File: src/verilog/godr_pkg.sv
// godr_pkg: constants shared by the open-drain gpio port and its pin synchroniser
// assumes a single 250 mhz clock domain and a synchronous active-low reset
package godr_pkg;

    // ********************************************************
    // widths
    // ********************************************************
    localparam int unsigned PIN_COUNT = 32;
    localparam int unsigned SYNC_STAGES = 3;

    // ********************************************************
    // reset values
    // ********************************************************
    localparam logic [31:0] RST_OUTPUT_VALUE = 32'h0000_0000;
    localparam logic [31:0] RST_DIRECTION = 32'h0000_0000;
    localparam logic [31:0] RST_OPEN_DRAIN = 32'h0000_0000;
    localparam logic [31:0] RST_PULLUP_DISABLE = 32'h0000_0000;
    localparam logic RST_PROTECT_OPEN = 1'b0;

    // ********************************************************
    // write unlock states
    // ********************************************************
    typedef enum logic [0:0] {
        GODR_LOCKED = 1'b0,
        GODR_OPEN = 1'b1
    } godr_lock_t;

endpackage

File: src/verilog/godr_port.sv
// godr_port: 32-pin general-purpose port with hardware and emulated open-drain drive
// assumes software strobes arrive on mclk_in; pad wire resolution happens outside
`timescale 1ns/1ns
module godr_port
(
    input wire logic mclk_in,
    input wire logic rst_n_in,
    // protection unlock / relock strobes
    input wire logic protected_write_enable_in,
    input wire logic protected_write_disable_in,
    // protected configuration writes, one strobe and word each
    input wire logic pullup_disable_wr_in,
    input wire logic [31:0] pullup_disable_wdata_in,
    input wire logic open_drain_select_wr_in,
    input wire logic [31:0] open_drain_select_wdata_in,
    input wire logic pin_direction_wr_in,
    input wire logic [31:0] pin_direction_wdata_in,
    // output value access, not protected
    input wire logic pin_output_value_wr_in,
    input wire logic [31:0] pin_output_value_wdata_in,
    input wire logic pin_value_clear_wr_in,
    input wire logic [31:0] pin_value_clear_wdata_in,
    // pads
    input wire logic [31:0] pad_in,
    output logic [31:0] pad_out,
    output logic [31:0] pad_oe_out,
    output logic [31:0] pad_pullup_en_out,
    // readback
    output logic [31:0] pin_level_out,
    output logic [31:0] pin_output_value_out,
    output logic [31:0] pin_direction_out,
    output logic [31:0] open_drain_select_out,
    output logic [31:0] pullup_disable_out,
    output logic protected_write_open_out
);
    // ********************************************************
    // protection state
    // ********************************************************
    godr_pkg::godr_lock_t lock_state;
    godr_pkg::godr_lock_t next_lock_state;

    // disable wins when both strobes coincide, the safer outcome
    always_comb
    begin
        case (lock_state)
            godr_pkg::GODR_LOCKED:
                next_lock_state = (protected_write_enable_in && !protected_write_disable_in)
                    ? godr_pkg::GODR_OPEN : godr_pkg::GODR_LOCKED;
            godr_pkg::GODR_OPEN:
                next_lock_state = protected_write_disable_in
                    ? godr_pkg::GODR_LOCKED : godr_pkg::GODR_OPEN;
            default:
                next_lock_state = godr_pkg::GODR_LOCKED;
        endcase
    end

    wire prot_open = (lock_state == godr_pkg::GODR_OPEN);

    // ********************************************************
    // word helpers
    // ********************************************************
    // a strobe replaces the whole word; single pins need read-modify-write by software
    function automatic logic [31:0] godr_take
    (
        input logic strobe,
        input logic [31:0] wdata,
        input logic [31:0] current
    );
        godr_take = strobe ? wdata : current;
    endfunction

    // an open-drain pin never drives a one, so its data bit is masked off
    function automatic logic [31:0] godr_pad_drive
    (
        input logic [31:0] value,
        input logic [31:0] odr_sel
    );
        godr_pad_drive = value & ~odr_sel;
    endfunction

    // push-pull: driver on with direction; open-drain: on only while driving low
    function automatic logic [31:0] godr_pad_enable
    (
        input logic [31:0] dir,
        input logic [31:0] value,
        input logic [31:0] odr_sel
    );
        godr_pad_enable = dir & ~(odr_sel & value);
    endfunction

    // ********************************************************
    // write qualification
    // ********************************************************
    wire pud_we = pullup_disable_wr_in && prot_open;
    wire odr_we = open_drain_select_wr_in && prot_open;
    wire dir_we = pin_direction_wr_in && prot_open;

    // ********************************************************
    // next values
    // ********************************************************
    logic [31:0] clear_mask;
    logic [31:0] next_output_value;
    logic [31:0] next_dir;
    logic [31:0] next_odr;
    logic [31:0] next_pud;
    logic [31:0] next_pad_out;
    logic [31:0] next_pad_oe;

    // the clear word is not protected, so emulation never needs an unlock
    assign clear_mask = pin_value_clear_wr_in ? pin_value_clear_wdata_in : 32'h0000_0000;
    // a clear in the same cycle as a data write wins for the cleared bits
    assign next_output_value =
        godr_take(pin_output_value_wr_in, pin_output_value_wdata_in, pin_output_value_out)
        & ~clear_mask;
    assign next_dir = godr_take(dir_we, pin_direction_wdata_in, pin_direction_out);
    assign next_odr = godr_take(odr_we, open_drain_select_wdata_in, open_drain_select_out);
    assign next_pud = godr_take(pud_we, pullup_disable_wdata_in, pullup_disable_out);

    // pads follow next values so they change with the configuration, with no extra lag
    assign next_pad_out = godr_pad_drive(next_output_value, next_odr);
    assign next_pad_oe = godr_pad_enable(next_dir, next_output_value, next_odr);

    // ********************************************************
    // protection register
    // ********************************************************
    always_ff @(posedge mclk_in)
    begin
        if (!rst_n_in)
        begin
            lock_state <= godr_pkg::GODR_LOCKED;
            protected_write_open_out <= godr_pkg::RST_PROTECT_OPEN;
        end
        else
        begin
            lock_state <= next_lock_state;
            protected_write_open_out <= (next_lock_state == godr_pkg::GODR_OPEN);
        end
    end

    // ********************************************************
    // configuration and data registers
    // ********************************************************
    always_ff @(posedge mclk_in)
    begin
        if (!rst_n_in)
        begin
            pin_output_value_out <= godr_pkg::RST_OUTPUT_VALUE;
        end
        else
        begin
            pin_output_value_out <= next_output_value;
        end
    end

    always_ff @(posedge mclk_in)
    begin
        if (!rst_n_in)
        begin
            pin_direction_out <= godr_pkg::RST_DIRECTION;
        end
        else
        begin
            pin_direction_out <= next_dir;
        end
    end

    always_ff @(posedge mclk_in)
    begin
        if (!rst_n_in)
        begin
            open_drain_select_out <= godr_pkg::RST_OPEN_DRAIN;
        end
        else
        begin
            open_drain_select_out <= next_odr;
        end
    end

    // the pull-up enable has its own flop so the pad sees no gate behind the register
    always_ff @(posedge mclk_in)
    begin
        if (!rst_n_in)
        begin
            pullup_disable_out <= godr_pkg::RST_PULLUP_DISABLE;
            pad_pullup_en_out <= ~godr_pkg::RST_PULLUP_DISABLE;
        end
        else
        begin
            pullup_disable_out <= next_pud;
            pad_pullup_en_out <= ~next_pud;
        end
    end

    // ********************************************************
    // pad registers
    // ********************************************************
    always_ff @(posedge mclk_in)
    begin
        if (!rst_n_in)
        begin
            pad_out <= godr_pad_drive(godr_pkg::RST_OUTPUT_VALUE, godr_pkg::RST_OPEN_DRAIN);
            pad_oe_out <= godr_pad_enable(godr_pkg::RST_DIRECTION,
                godr_pkg::RST_OUTPUT_VALUE, godr_pkg::RST_OPEN_DRAIN);
        end
        else
        begin
            pad_out <= next_pad_out;
            pad_oe_out <= next_pad_oe;
        end
    end

    // ********************************************************
    // input path
    // ********************************************************
    godr_pin_sync u_sync
    (
        .mclk_in(mclk_in),
        .rst_n_in(rst_n_in),
        .pad_in(pad_in),
        .level_out(pin_level_out)
    );
endmodule // godr_port

File: src/verilog/godr_pin_sync.sv
// godr_pin_sync: three-stage synchroniser for the pad input levels
// assumes pad levels are asynchronous to mclk_in; output changes once stages two and three agree
`timescale 1ns/1ns
module godr_pin_sync
(
    input wire logic mclk_in,
    input wire logic rst_n_in,
    input wire logic [godr_pkg::PIN_COUNT-1:0] pad_in,
    output logic [godr_pkg::PIN_COUNT-1:0] level_out
);
    logic [godr_pkg::PIN_COUNT-1:0] meta;
    logic [godr_pkg::PIN_COUNT-1:0] stage2;
    logic [godr_pkg::PIN_COUNT-1:0] stage3;
    logic [godr_pkg::PIN_COUNT-1:0] agree;
    logic [godr_pkg::PIN_COUNT-1:0] next_level;

    // only stage2 reads meta; the comparison starts at stage2
    assign agree = ~(stage2 ^ stage3);
    assign next_level = (agree & stage3) | (~agree & level_out);

    always_ff @(posedge mclk_in)
    begin
        if (!rst_n_in)
        begin
            meta <= '0;
            stage2 <= '0;
            stage3 <= '0;
            level_out <= '0;
        end
        else
        begin
            meta <= pad_in;
            stage2 <= meta;
            stage3 <= stage2;
            level_out <= next_level;
        end
    end
endmodule // godr_pin_sync

File: config.mk
export PLATFORM = sky130hd
export DESIGN_NAME = godr_port
export DESIGN_NICKNAME = d
export VERILOG_FILES = /design/src/verilog/godr_pkg.sv /design/src/verilog/godr_port.sv /design/src/verilog/godr_pin_sync.sv
export SDC_FILE = /design/constraint.sdc
export NUM_CORES = 1
export LEC_CHECK = 0
export BUFFER_PORTS_ARGS = -buffer_cell sky130_fd_sc_hd__buf_4
export CAP_MARGIN = 20
export CORE_AREA = 3 3 176 178
export DETAILED_ROUTE_END_ITERATION = 12
export DIE_AREA = 0 0 179 181
export PLACE_DENSITY = 0.68
export SYNTH_ARGS = -nofsm -noshare
export SYNTH_HDL_FRONTEND = slang
export SYNTH_SLANG_ARGS = --single-unit
File: constraint.sdc
create_clock -name mclk_in -period 1.8 [get_ports mclk_in]
set_input_delay 0.18 -clock mclk_in [delete_from_list [all_inputs] [get_ports mclk_in]]
set_output_delay 0.18 -clock mclk_in [all_outputs]
set_load 0.005 [all_outputs]
==> results.toml <==
[run_status]
status = "finished clean"

[yosys]
synth_warnings = 0
synth-main-ff-cell = "dfxtp_1"
syn-num-nets = 1263
synthArstFlopShare_pct = 0
synth_seq_area_share_pct = 60.23
synth-edff-count = 0
syn_avg_cell_area_um2 = 11.05
synth_seq_cells = 353
yosysUniqueCellTypes = 21
syn_area_um2 = 11730
syn_inst = 1062

[pwr]
power_uw = 17250
power_frac_clock_pct = 43.3
peakVddDrop_v = 0.0007190
swShare_pct = 21.55
p_comb_share_pct = 9.3
power.switching_uw = 3717
p_seq_share_pct = 47.4
p_int_uw = 13530
powerDensity_nw_per_um2 = 951.4
leakage_uw = 0.008495

[grt]
grt_pass1_vias = 9767
grt_max_degree = 87
overflow = 0
grt_antenna_before_repair = 7
grt_usage_pct = 21.70
grt_pass1_wl_mm = 54.75

[worst_setup_path]
worstPathMaxFanout = 26
start_kind = "flip-flop"
critical-path-top-delay-family = "flip-flops"
slowest_delay_ns = 0.46
cp.arrival_ns = 2.07
path_cells = "nand2_4, buf_12, mux2_4, a221oi_2"
worst_path_max_delay_cell = "dfxtp_1"
path_buf_inv = 1
path_class = "flip-flop to flip-flop"
endpoint_kind = "flip-flop"
critPathRequiredTime_ns = 2.21

[routing]
avgRoutedWirePerCell_um = 17.86
num_vias = 9676
firstDrtPassIters = 4
ant_nets = 0
drt_iter0_markers = 432
drc = 0
routed_wl_mm = 36.80
route.detailed.vias_per_inst = 4.695

[floorplan]
num_rows = 63
num_io_pins = 458
die_area_um2 = 32400
die_h_um = 181
initial_core_util_pct = 39.70
core_region_area_um2 = 29560
dieWidth_um = 179

[place]
numPortBuffers = 457
dpl_cell_area_um2 = 15620
dp_hpwl_mm = 26.35
dp_cells = 1864
gp_congestion = 0.8378

[timing]
drv_slew = 0
finalSetupTns_ns = 0
min_period_ns = 1.663
fmax_mhz = 601.5
finalHoldViolCount = 0
hold_slack_ns = 0.04891
slew_headroom_pct = 67.81
max_slew.worst_pin.slew_ns = 0.4829
finalSetupViolCount = 0
finalCritPeriodShare_pct = 92.37
fin_skew_ns = 0.02132
rsz0062_at_grt = "no"

[clocking]
cts.sinks = 353
post_cts_buffers = 0
insertion_delay_ns = 0.52
cts_hold_buffers = 130
cts_resized = 0
clkTransAtPathRegs_ns = 0.06
cts_tree = "yes"
ctsHtreeMaxLevel = 2
root_buffer = "clkbuf_16"
clock_path_buffers = 3
cts_made_buffers = 37

[worst_hold_path]
hold_path_class = "primary input to flip-flop"

[finish]
stdcell_count = 2061
nets = 1844
mostFrequentLayoutCell = "buf_4"
finalInstanceArea_um2 = 18130
area_growth_pct = 54.54
final_cell_mix = "buf_4 (463), dfxtp_1 (353), dlygate4sd3_1 (130), and2_1 (129), nand2_1 (97)"
drive_gt1_share_pct = 35.65

[job]
maxCapViolations = 0
## tightest hold or removal path: stages
cell and delay, ns:
buf_4 0.15, inv_6 0.09, nor2_1 0.10
## power by group through the flow
stage / combinational, uW / sequential, uW / clock (uW)
floorplan: 548 / 8340 / 0
global placement: 1350 / 8350 / 0
detailed placement: 1370 / 8360 / 0
CTS: 1610 / 8190 / 7660
global route: 1730 / 8210 / 7970
finish: 1600 / 8190 / 7470
## cells by family after synthesis
logic type | after synthesis | synth area share (%)
flip-flops | 353 | 60.23
buffers and inverters | 63 | 2.634
AO/OA/AOI/OAI | 160 | 9.341
AND/OR/NAND/NOR | 358 | 15.64
multiplexers | 128 | 12.16
## sequential cells by signal (all words and copies together), names as in the netlist, named ones only
| signal | flops |
|---|---|
| pad_out | 32 |
| pad_oe_out | 32 |
| open_drain_select_out | 32 |
| pin_direction_out | 32 |
| u_sync.meta | 32 |
| u_sync.stage2 | 32 |
| pin_output_value_out | 32 |
| pad_pullup_en_out | 32 |
| lock_state | 1 |
| u_sync.stage3 | 32 |
| pullup_disable_out | 32 |
## cell type report
| class | count | area, um2 |
|---|---|---|
| Fill cell | 2396 | 11430 |
| Sequential cell | 353 | 7067 |
| Timing Repair Buffer | 604 | 4997 |
| Multi-Input combinational cell | 646 | 4360 |
| Clock buffer | 50 | 1055 |
| Tap cell | 390 | 488.0 |
| Clock inverter | 12 | 145.1 |
| Antenna cell | 5 | 12.51 |
| Inverter | 1 | 8.758 |
## per-layer routing
| layer | part of all wire (%) | GRT usage [%] | up-vias |
|---|---|---|---|
| li1 | - | - | 4742 |
| met1 | 37 | 23.65 | 4510 |
| met2 | 50 | 38.47 | 335 |
| met3 | 9.0 | 7.608 | 85 |
| met4 | 3.6 | 8.042 | 4 |
| met5 | 0.057 | 0 | - |
## cells in the mapped netlist, types with 4 or more instances
cell type	number	area, um2
mux2_2	4	45.04
buf_4	11	82.58
dfxtp_1	353	7067
clkbuf_1	39	146.4
nor2_1	65	244.0
o21ai_0	32	160.2
and3_1	32	200.2
nand2b_1	32	200.2
and2_1	129	807.0
mux2_4	28	420.4
mux2i_1	96	960.9
nand2_1	98	367.9
buf_2	7	35.03
a221oi_1	4	35.03
a221oi_2	28	420.4
a21oi_1	96	480.5
## final timing paths
path	end	cells after the start	slack (ns)	from
worst max-delay path	pad_oe_out[17]	4	0.14	lock_state
worst min-delay path	open_drain_select_out[31]	3	0.05	rst_n_in
worst min register to register	u_sync.stage2[20]	1	0.43	u_sync.meta[20]
worst max register to register	pad_oe_out[17]	4	0.14	lock_state
## through the flow
stage	utilization [%]	setup slack [ns]
2_1_floorplan	-	0.4889
3_3_place_gp	52.84	0.2233
3_5_place_dp	52.84	0.1706
4_1_cts	61.30	0.1368
5_1_grt	61.35	0.03240
6_report	61.35	0.1374
(Power assumes the default switching activity.)
